==> config.mk <==
export PLATFORM = sky130hd
export DESIGN_NAME = pls_sequencer
export DESIGN_NICKNAME = d
export VERILOG_FILES = /design/src/design/pls_pkg.sv /design/src/design/pls_sequencer.sv /design/src/design/pls_qual_timer.sv
export SDC_FILE = /design/constraint.sdc
export NUM_CORES = 1
export LEC_CHECK = 0
export BUFFER_PORTS_ARGS = -buffer_cell sky130_fd_sc_hd__buf_2
export CORE_AREA = 2 2 202 204
export DETAILED_ROUTE_END_ITERATION = 12
export DIE_AREA = 0 0 204 206
export HOLD_SLACK_MARGIN = 0.03
export PLACE_DENSITY = 0.63
export SETUP_SLACK_MARGIN = 0.05
export SLEW_MARGIN = 20
export SYNTH_ARGS = -nofsm -noshare
export SYNTH_HDL_FRONTEND = slang
export SYNTH_SLANG_ARGS = --single-unit
==> constraint.sdc <==
create_clock -name mclk_i -period 3.65 [get_ports mclk_i]
set_input_delay 0.365 -clock mclk_i [delete_from_list [all_inputs] [get_ports mclk_i]]
set_output_delay 0.365 -clock mclk_i [all_outputs]
set_load 0.005 [all_outputs]
==> src/design/pls_pkg.sv <==
package pls_pkg;
  localparam int unsigned CLK_MHZ = 100;
  // Qualification and blanking times in microseconds; off-mode time in milliseconds.
  localparam int unsigned QUAL_SUPPLY_US = 10;
  localparam int unsigned QUAL_THERMAL_US = 10;
  localparam int unsigned QUAL_EXT_US = 55;
  localparam int unsigned QUAL_EXT_FAST_US = 35;
  localparam int unsigned BLANK_HIGH_US = 50;
  localparam int unsigned BLANK_LOW_US = 350;
  localparam int unsigned OFF_MODE_MS = 600;
  // Cycle counts derived from the clock rate.
  localparam int unsigned QUAL_SUPPLY_CYC = QUAL_SUPPLY_US * CLK_MHZ;
  localparam int unsigned QUAL_THERMAL_CYC = QUAL_THERMAL_US * CLK_MHZ;
  localparam int unsigned QUAL_EXT_CYC = QUAL_EXT_US * CLK_MHZ;
  localparam int unsigned QUAL_EXT_FAST_CYC = QUAL_EXT_FAST_US * CLK_MHZ;
  localparam int unsigned BLANK_HIGH_CYC = BLANK_HIGH_US * CLK_MHZ;
  localparam int unsigned BLANK_LOW_CYC = BLANK_LOW_US * CLK_MHZ;
  localparam int unsigned OFF_MODE_CYC = OFF_MODE_MS * 1000 * CLK_MHZ;
  localparam int unsigned FAULT_TIMER_CYC = 128 * 1000 * CLK_MHZ;
  localparam int unsigned AUTOREC_CYC = 1000 * 1000 * CLK_MHZ;
  localparam int unsigned SOFTSTART_CYC = 10 * 1000 * CLK_MHZ;
  localparam int unsigned CNT_W = 32;

  typedef enum logic [2:0] {
    PLS_OFF,
    PLS_RUN,
    PLS_LATCH,
    PLS_AUTOREC,
    PLS_THERMAL,
    PLS_SLEEP
  } pls_state_t;

  // Comparator flags from the analog front end.
  typedef struct packed {
    logic at_current_limit;
    logic winding_short;
    logic supply_low;
    logic supply_high;
    logic latch_high;
    logic latch_low;
    logic ext_latch;
    logic thermal_shutdown;
    logic thermal_fault_clear;
    logic feedback_off;
    logic feedback_on;
  } pls_flags_t;

  // Supply level comparators.
  typedef struct packed {
    logic above_start_level;
    logic below_reset_level;
  } pls_supply_t;

  // Outputs to the power stage.
  typedef struct packed {
    logic gate_drive_out;
    logic soft_start;
    logic thermistor_bias_current;
    logic thermistor_boost_current;
    logic startup_source_en;
    logic internal_supply_en;
    logic latched;
  } pls_ctrl_t;
endpackage

==> src/design/pls_sequencer.sv <==
`timescale 1ns/1ps
// Functional notes
// - Current limit runs fault timer, then latches.
// - Qualified supply-low latches; unplug or reset releases.
// - Qualified overvoltage latches; unplug or reset releases.
// - External latch request qualified per frequency option.
// - Thermal stop also kills startup source.
// - Long feedback-off sleeps; start plus feedback wakes.
// - Switching only inside latch-pin window.
// - Thermistor bias current sourced from latch pin.
// - Short latch-pin crossings are blanked.
// - Latch-pin latch clears only at supply reset.
// - Latch inputs ignored until start level.
// - Low threshold checked only after soft-start.
// - Bias current doubled during soft-start.
// - Thermal trip stops driver, enters low power.
// - Supply kept alive during thermal shutdown.
// - Thermal clear re-enables normal startup.
// - Fault timer restarts when limit drops.
// - Winding short latches with no timer.
// - Autorecovery retries after delay, else new burst.
module pls_sequencer #(
  parameter int unsigned FAULT_TIMER_CYC = pls_pkg::FAULT_TIMER_CYC,
  parameter int unsigned AUTOREC_CYC = pls_pkg::AUTOREC_CYC,
  parameter int unsigned SOFTSTART_CYC = pls_pkg::SOFTSTART_CYC,
  parameter int unsigned OFF_MODE_CYC = pls_pkg::OFF_MODE_CYC
) (
  // Clock and reset
  input wire logic mclk_i,
  input wire logic arst_n_i,
  // Options
  input wire logic autorecovery_i,
  input wire logic fast_option_i,
  // Comparator flags
  input wire pls_pkg::pls_flags_t flags_i,
  input wire pls_pkg::pls_supply_t supply_i,
  input wire logic line_unplug_discharge_event_i,
  // Power stage control
  output pls_pkg::pls_ctrl_t ctrl_o
);
  localparam int unsigned W = pls_pkg::CNT_W;

  typedef struct packed {
    pls_pkg::pls_state_t state;
    logic [W-1:0] timer;
    logic soft_start;
    logic pin_latched;
    logic release_on_start_low;
    pls_pkg::pls_ctrl_t ctrl;
  } pls_seq_state_t;

  pls_seq_state_t st;
  pls_seq_state_t next_st;

  logic supply_low_q;
  logic supply_high_q;
  logic ext_q;
  logic thermal_q;
  logic fb_off_q;
  logic latch_high_q;
  logic latch_low_q;
  logic [W-1:0] ext_limit;

  function automatic logic [W-1:0] to_w(input int unsigned v);
    to_w = v[W-1:0];
  endfunction

  // Frequency-dependent qualification.
  assign ext_limit = fast_option_i ? to_w(pls_pkg::QUAL_EXT_FAST_CYC) : to_w(pls_pkg::QUAL_EXT_CYC);

  pls_qual_timer #(.CNT_W(W)) u_q_low (
    .mclk_i(mclk_i),
    .arst_n_i(arst_n_i),
    .flag_i(flags_i.supply_low),
    .limit_i(to_w(pls_pkg::QUAL_SUPPLY_CYC)),
    .qualified_o(supply_low_q)
  );
  pls_qual_timer #(.CNT_W(W)) u_q_high (
    .mclk_i(mclk_i),
    .arst_n_i(arst_n_i),
    .flag_i(flags_i.supply_high),
    .limit_i(to_w(pls_pkg::QUAL_SUPPLY_CYC)),
    .qualified_o(supply_high_q)
  );
  pls_qual_timer #(.CNT_W(W)) u_q_ext (
    .mclk_i(mclk_i),
    .arst_n_i(arst_n_i),
    .flag_i(flags_i.ext_latch),
    .limit_i(ext_limit),
    .qualified_o(ext_q)
  );
  pls_qual_timer #(.CNT_W(W)) u_q_tsd (
    .mclk_i(mclk_i),
    .arst_n_i(arst_n_i),
    .flag_i(flags_i.thermal_shutdown),
    .limit_i(to_w(pls_pkg::QUAL_THERMAL_CYC)),
    .qualified_o(thermal_q)
  );
  pls_qual_timer #(.CNT_W(W)) u_q_fb (
    .mclk_i(mclk_i),
    .arst_n_i(arst_n_i),
    .flag_i(flags_i.feedback_off),
    .limit_i(to_w(OFF_MODE_CYC)),
    .qualified_o(fb_off_q)
  );
  pls_qual_timer #(.CNT_W(W)) u_b_high (
    .mclk_i(mclk_i),
    .arst_n_i(arst_n_i),
    .flag_i(flags_i.latch_high),
    .limit_i(to_w(pls_pkg::BLANK_HIGH_CYC)),
    .qualified_o(latch_high_q)
  );
  pls_qual_timer #(.CNT_W(W)) u_b_low (
    .mclk_i(mclk_i),
    .arst_n_i(arst_n_i),
    .flag_i(flags_i.latch_low),
    .limit_i(to_w(pls_pkg::BLANK_LOW_CYC)),
    .qualified_o(latch_low_q)
  );

  always_comb begin
    next_st = st;
    case (st.state)
      pls_pkg::PLS_OFF: begin
        next_st.timer = '0;
        if (supply_i.above_start_level && !latch_high_q && !st.pin_latched) begin
          next_st.state = pls_pkg::PLS_RUN;
          next_st.soft_start = 1'b1;
        end
      end
      pls_pkg::PLS_RUN: begin
        if (st.soft_start) begin
          if (st.timer + 1'b1 >= to_w(SOFTSTART_CYC)) begin
            next_st.soft_start = 1'b0;
            next_st.timer = '0;
          end else begin
            next_st.timer = st.timer + 1'b1;
          end
        end else if (flags_i.at_current_limit) begin
          next_st.timer = st.timer + 1'b1;
        end else begin
          next_st.timer = '0;
        end
        if (thermal_q) begin
          next_st.state = pls_pkg::PLS_THERMAL;
          next_st.timer = '0;
        end else if (latch_high_q || (latch_low_q && !st.soft_start)) begin
          next_st.state = pls_pkg::PLS_LATCH;
          next_st.pin_latched = 1'b1;
          next_st.release_on_start_low = 1'b0;
        end else if (ext_q) begin
          next_st.state = pls_pkg::PLS_LATCH;
          next_st.release_on_start_low = 1'b1;
        end else if (supply_low_q || supply_high_q) begin
          next_st.state = pls_pkg::PLS_LATCH;
          next_st.release_on_start_low = 1'b0;
        end else if (flags_i.winding_short ||
                     (!st.soft_start && flags_i.at_current_limit && st.timer + 1'b1 >= to_w(FAULT_TIMER_CYC))) begin
          next_st.state = autorecovery_i ? pls_pkg::PLS_AUTOREC : pls_pkg::PLS_LATCH;
          next_st.release_on_start_low = 1'b0;
          next_st.timer = '0;
        end else if (fb_off_q) begin
          next_st.state = pls_pkg::PLS_SLEEP;
        end
      end
      pls_pkg::PLS_LATCH: begin
        next_st.timer = '0;
        // pin latch clears only at supply reset
        if (supply_i.below_reset_level) begin
          next_st.state = pls_pkg::PLS_OFF;
          next_st.pin_latched = 1'b0;
        end else if (!st.pin_latched && (line_unplug_discharge_event_i ||
                     (st.release_on_start_low && !supply_i.above_start_level))) begin
          next_st.state = pls_pkg::PLS_OFF;
        end
      end
      pls_pkg::PLS_AUTOREC: begin
        if (line_unplug_discharge_event_i || supply_i.below_reset_level ||
            st.timer + 1'b1 >= to_w(AUTOREC_CYC)) begin
          next_st.state = pls_pkg::PLS_OFF;
          next_st.timer = '0;
        end else begin
          next_st.timer = st.timer + 1'b1;
        end
      end
      pls_pkg::PLS_THERMAL: begin
        if (supply_i.above_start_level && flags_i.thermal_fault_clear) begin
          next_st.state = pls_pkg::PLS_OFF;
        end
      end
      pls_pkg::PLS_SLEEP: begin
        if (supply_i.above_start_level && flags_i.feedback_on) begin
          next_st.state = pls_pkg::PLS_OFF;
        end
      end
      default: begin
        next_st.state = pls_pkg::PLS_OFF;
      end
    endcase
    // driver held off outside run; soft-start on every start
    if (next_st.state != pls_pkg::PLS_RUN) begin
      next_st.soft_start = 1'b0;
    end
    next_st.ctrl.gate_drive_out = (next_st.state == pls_pkg::PLS_RUN);
    next_st.ctrl.soft_start = next_st.soft_start;
    next_st.ctrl.thermistor_bias_current = (next_st.state == pls_pkg::PLS_RUN);
    next_st.ctrl.thermistor_boost_current = next_st.soft_start;
    // startup source off in thermal stop
    next_st.ctrl.startup_source_en = (next_st.state != pls_pkg::PLS_THERMAL);
    // supply kept in thermal; cut in sleep
    next_st.ctrl.internal_supply_en = (next_st.state != pls_pkg::PLS_SLEEP);
    next_st.ctrl.latched = (next_st.state == pls_pkg::PLS_LATCH);
  end

  always_ff @(posedge mclk_i or negedge arst_n_i) begin
    if (!arst_n_i) begin
      st <= '{state: pls_pkg::PLS_OFF, timer: '0, soft_start: 1'b0, pin_latched: 1'b0,
              release_on_start_low: 1'b0,
              ctrl: '{gate_drive_out: 1'b0, soft_start: 1'b0, thermistor_bias_current: 1'b0,
                      thermistor_boost_current: 1'b0, startup_source_en: 1'b1,
                      internal_supply_en: 1'b1, latched: 1'b0}};
    end else begin
      st <= next_st;
    end
  end

  assign ctrl_o = st.ctrl;
endmodule // pls_sequencer

==> src/design/pls_qual_timer.sv <==
`timescale 1ns/1ps
// Counts while the flag holds and restarts when it drops; fires at terminal count.
module pls_qual_timer #(
  parameter int unsigned CNT_W = 32
) (
  // Clock and reset
  input wire logic mclk_i,
  input wire logic arst_n_i,
  // Control
  input wire logic flag_i,
  input wire logic [CNT_W-1:0] limit_i,
  // Result
  output logic qualified_o
);
  typedef struct packed {
    logic [CNT_W-1:0] cnt;
    logic qualified;
  } pls_qt_state_t;

  pls_qt_state_t st;
  pls_qt_state_t next_st;

  always_comb begin
    next_st = st;
    if (!flag_i) begin
      next_st.cnt = '0;
      next_st.qualified = 1'b0;
    end else if (st.cnt + 1'b1 >= limit_i) begin
      next_st.qualified = 1'b1;
    end else begin
      next_st.cnt = st.cnt + 1'b1;
    end
  end

  always_ff @(posedge mclk_i or negedge arst_n_i) begin
    if (!arst_n_i) begin
      st <= '0;
    end else begin
      st <= next_st;
    end
  end

  assign qualified_o = st.qualified;
endmodule // pls_qual_timer

Word-level counts from Yosys, hierarchy flattened --
Cells that the tools add are included. Widths: inputs -> output; s select.
Storage, ports and cells: bits of input ports 18, logic and storage cells 156, output and inout bits 7, register bits after elaboration 273
Operators by class: bitwise gates (word level) 1, $add $sub $neg 8, order comparisons 10, multiplexer cells 58, reduce and logical (&&, ||, !) cells 28, equal/unequal tests 28
Operator list (number):
- $mux 32 | 15
- $add 32x1->32 const B | 8
- $mux 33 | 7
- $ge 32x10->1 const B | 3
- $pmux 32 s3 | 1
- $mux 35 | 1
- $mux 3 | 11
- $ge 32x13->1 | 1
- $ge 32x13->1 const B | 1
- $ge 32x16->1 const B | 1
- $ge 32x20->1 const B | 1
- $ge 32x24->1 const B | 1
- $ge 32x26->1 const B | 1
- $ge 32x27->1 const B | 1
- $ne 2x2->1 const B | 10
- $mux 1 | 18
- $pmux 3 s6 | 1
- $ne 2x1->1 const B | 7
- $mux 13 | 1
- $eq 3x2->1 const B | 3
- $logic_and 1x1->1 | 9
- $ne 3x3->1 const B | 3
- $eq 3x1->1 const B | 2
- $eq 3x3->1 const B | 2
- 14 further kinds | 24

Logic depth before layout (Yosys ltp) --
word-level depth 13, mapped depth 17

By module --
Synthesis repeated with hierarchy kept, for this count alone.
Second synthesis, totals: cells, all modules 2777, area, all modules 23182.2 um^2
By module, submodules not included:
- pls_qual_timer | cells each 337, seq. area each 825.8 um^2, instances 7, area an instance 2827.7 um^2
- pls_sequencer | cells each 418, seq. area each 1053.5 um^2, instances 1, area an instance 3388.2 um^2

Worst setup path after synthesis --
OpenSTA, ideal clock, no wires.
kind register to register, start register u_q_ext.st[1] (netlist name), end register u_q_ext.st[14] (netlist name), data required time 3.530 ns, arrival 3.609 ns, slack -0.078 ns, path buffers 3, stages on the path, launching flop included 17, clock period less this slack 3.728 ns, path through dfrtp_1 -> ha_1 -> nand3_1 -> or3_1 -> nor2_1 -> xor2_1 -> ha_1 -> nand2_1 -> a21oi_1 -> maj3_1 -> o22ai_1 -> o21ai_0 -> or4_1 -> clkbuf_1 -> buf_2 -> clkbuf_1 -> and3_1
Between the ends: cells in the longest elaborated chain, start to end 3, elaborated cells on any way between the ends 5
RTL lines:
- start, declared | line pls_qual_timer.sv:20 | pls_qt_state_t st;
- start signal, assigned | line pls_qual_timer.sv:39 | st <= next_st;
- $add 32x1->32 (*) | line pls_qual_timer.sv:28, pls_qual_timer.sv:31
- $ge 32x13->1 / $mux 32 (equally long branches) | line pls_qual_timer.sv:28 | end else if (st.cnt + 1'b1 >= limit_i) begin
- $ne 2x2->1 (no line) / $mux 33 (equally long branches)
Mark *: on every way between the ends. The rest lies on a longest branch, timed or not. The select of a mux whose other input is x is not followed. A chain may end at the register's enable or synchronous reset.

Final worst setup path --
start register u_q_ext.st[1] (netlist name), end register u_q_ext.st[3] (netlist name)
Same word-level chain as after synthesis.

==> reports/summary.txt <==
Seq pwr share: 44.8%
Bufs and invs on worst path: 1
Switching Share: 24.4%
Internal power: 5.30 mW
CP Cell Sequence: ha_4 > nand3_4 > or3_4 > nor2_4 > xor2_1 > ha_1 > nand2_1 > a21oi_2 > maj3_2 > o22ai_2 > o21ai_1 > or4_4 > buf_8 > nor2_1 > xor2_1 > and2_1
Most frequent cell after synthesis: dfrtp_1
CP Depth: 16
DIE HEIGHT: 206 um
CP max FO: 6
Predominant post-synthesis flop cell: dfrtp_1
CP arrival: 4.03 ns
Non-Filler Instances: 2465
Total grt overflow: 0
Antenna violations before repair: 1
Placed cells: 2392
Post-Syn Instances: 1863
GRT Util Overall: 17.5%
Clock-pin slew on the worst setup and hold paths: 0.06 ns
Hold_ws: 0.132 ns
CP max stage delay: 0.61 ns
Global placement routability congestion: 0.905
Max-Cap Viols: 0
Area delta synth->final: 14.9%
Most frequent CP cell: xor2_1
Post-synth EDFFs: 0
CP Class: flip-flop to flip-flop
Initial Utilization: 41.2%
Share of cells above drive strength 1: 14.5%
Fin. Hold Viols: 0
Row Count: 74
Initial drt markers: 984
Clock Path Buffers: 3
Net count, final: 1946
Area contributors post-synth: dfrtp_1, and2_1, and3_1
Drt first pass iters: 6
Clk pwr share: 48.5%
Synth top area share: 41.0%
FF+latch count, synth: 273
Die width: 204 um
Logic gate share of total power: 6.6%
Fmax: 0.282 GHz
Setup-failing EPs final: 0
Slowest cell on crit path: or4_4
Core area: 0.0402 mm2
Htree depth: 2
Wire per inst: 14.9 um
First-pass GRT wire length: 62600 um
Setup TNS: 0 ns
Final Skew: 0.0181 ns
CP Capture Point: u_q_ext.st[3]
Final period utilization: 97.2%
Pwr dens: 369 mW/mm2
Asr flop ratio synth: 100%
Clk root buf: clkbuf_16
Reg2reg end: u_q_ext.st[3]
Largest area contributor in the netlist: dfrtp_1
Largest net degree at the start of global routing: 93
Mean Syn Cell Area: 8.88 um2
Total wire length: 36700 um
Clock Sink Count: 273
Detailed placer's ending HPWL: 24600 um
R2r startpoint: u_q_ext.st[1]
Relative slew slack: 57.1%
Worst reg-to-reg setup slack: 0.10 ns
Crit path required time: 4.13 ns
Fin crit period: 3.55 ns
Psw: 1.71 mW
IO Port Bufs: 24
Post-route ant nets: 0
Least-Margin Pin Slew: 0.627 ns
DRC: 0
Hold Path Class: input pin to flip-flop
VDD IR max: 0.291 mV
Clock buffer count from CTS: 34
Outcome: finished, final reports clean
Ys Warns: 0
Sequential area share after synthesis: 41.3%
Crit path launch: u_q_ext.st[1]
Number of distinct library cells after synthesis: 83
Fin util: 47.3%
Die area: 0.0420 mm2
IO Count: 25
R2R depth: 16
Max-slew violation count: 0
Post-Syn Area: 0.0165 mm2
Skew-Pair Late Insertion Delay: 0.56 ns
Fin area: 0.0190 mm2
Synthesized net count: 1901
Number of global-route vias before repair: 13046
DP Area: 0.0175 mm2
Leak Pwr: 8.23 nW
Top post-synthesis cells by count: dfrtp_1, nand2_1, and2_1
Total number of vias: 13905
Top cell family by delay on the critical path: simple AND/OR/NAND/NOR gates
Worst Setup End Kind: flip-flop
CTS tree: done
RSZ-0062 raised after global routing: true
Via density: 5.64
Startpoint types: flip-flop
[worst register-to-register path, stage by stage (launching register included)]
cell and delay (ns):
dfrtp_1 0.39, ha_4 0.16, nand3_4 0.07, or3_4 0.40, nor2_4 0.09, xor2_1 0.15, ha_1 0.27, nand2_1 0.09
a21oi_2 0.05, maj3_2 0.31, o22ai_2 0.16, o21ai_1 0.09, or4_4 0.61, buf_8 0.17, nor2_1 0.15, xor2_1 0.17
and2_1 0.14
[layout by cell type (no fill, tap or decap), types with 12 or more instances in the layout]
cell	netlist	final
nand2_1	155	155
and3_1	118	118
or2_2	12	12
a31oi_1	18	18
nor2b_1	17	15
nor4_1	45	41
xnor2_1	73	72
inv_1	41	41
nor3_1	69	66
dfrtp_1	271	260
ha_1	20	18
xor2_1	44	44
and2_1	130	130
or3_1	30	28
or4_1	19	14
o21ai_0	81	80
buf_2	11	23
nand2b_1	18	18
clkbuf_16	0	35
nand3_1	115	113
o31ai_1	16	15
mux2i_1	21	21
a21oi_1	54	53
mux2_2	16	16
nand4_1	65	65
nor2_1	96	91
a21boi_0	17	14
buf_4	11	90
[through the flow]
stage / worst slack [ns] / power (mW)
CTS: 0.0209 / 7.12
detailed placement: -0.0807 / 3.66
finish: 0.102 / 7.01
floorplan: 0.0562 / 3.47
global placement: 0.00821 / 3.65
global route: -0.0550 / 7.32
[metal layers]
layer,routed length [um],GRT usage [%],up-vias
met4,644,5.07,0
met3,1390,3.09,53
met2,16900,28.5,240
li1,-,-,6854
met5,0,0,-
met1,17800,24.0,6758
[worst min path at each step]
stage / startpoint / to / slack [ns] / cells past startpoint
floorplan: arst_n_i / ctrl_o[0] / 0.07 / 0
global placement: arst_n_i / u_b_high.st[4] / 0.41 / 1
detailed placement: arst_n_i / u_b_high.st[5] / 0.41 / 1
CTS: supply_i[0] / st[8] / 0.10 / 4
global route: supply_i[0] / st[8] / 0.13 / 4
finish: supply_i[0] / st[8] / 0.13 / 4
[area by class of cell]
cell class / instances / area, um2
fill: 3838 / 21200
antenna: 1 / 2.50
sequential: 273 / 6850
multi-input combinational: 1434 / 9230
clock buffer: 45 / 962
clock inverter: 15 / 175
timing repair buffer: 124 / 965
tap: 532 / 666
inverter: 41 / 154
[timing repair]
item | in CTS | in global routing
setup buffers | 3 | 7
endpoints found under the hold margin | 78 | 0
pin swaps | 2 | 19
resized for setup | 13 | 45
cloned | 0 | 1
endpoints found under the setup margin | 15 | 84
hold buffers | 1 | 0
[kinds of logic (layout without fill, tap and decap cells)]
logic type,count (synthesis),count (layout),share of synthesized area (%)
other,0,1,0
flip-flops,273,273,41.3
AND/OR/NAND/NOR,947,947,31.8
AO/OA/AOI/OAI,312,312,12.7
multiplexers,37,37,2.36
XOR/XNOR,117,117,6.19
buffers and inverters,156,225,4.02
adder cells (fa/ha/maj),21,21,1.57
[registers in the layout, summed over array words and instances (netlist names)]
name	cells
u_q_tsd.qualified_o	1
u_q_ext.qualified_o	1
ctrl_o	5
u_q_ext.st	32
u_q_tsd.st	32
u_q_fb.st	32
u_q_high.st	32
u_b_low.st	32
u_q_high.qualified_o	1
u_q_low.qualified_o	1
st	37
u_b_high.qualified_o	1
u_b_high.st	32
u_q_fb.qualified_o	1
u_q_low.st	32
u_b_low.qualified_o	1
[power by group through the flow]
stage,clock network [mW],logic [mW],registers [mW]
4_1_cts,3.51,0.466,3.14
5_1_grt,3.64,0.525,3.15
3_3_place_gp,0,0.456,3.19
3_5_place_dp,0,0.462,3.20
6_report,3.40,0.465,3.14
2_1_floorplan,0,0.293,3.18
(Power assumes the default switching activity.)
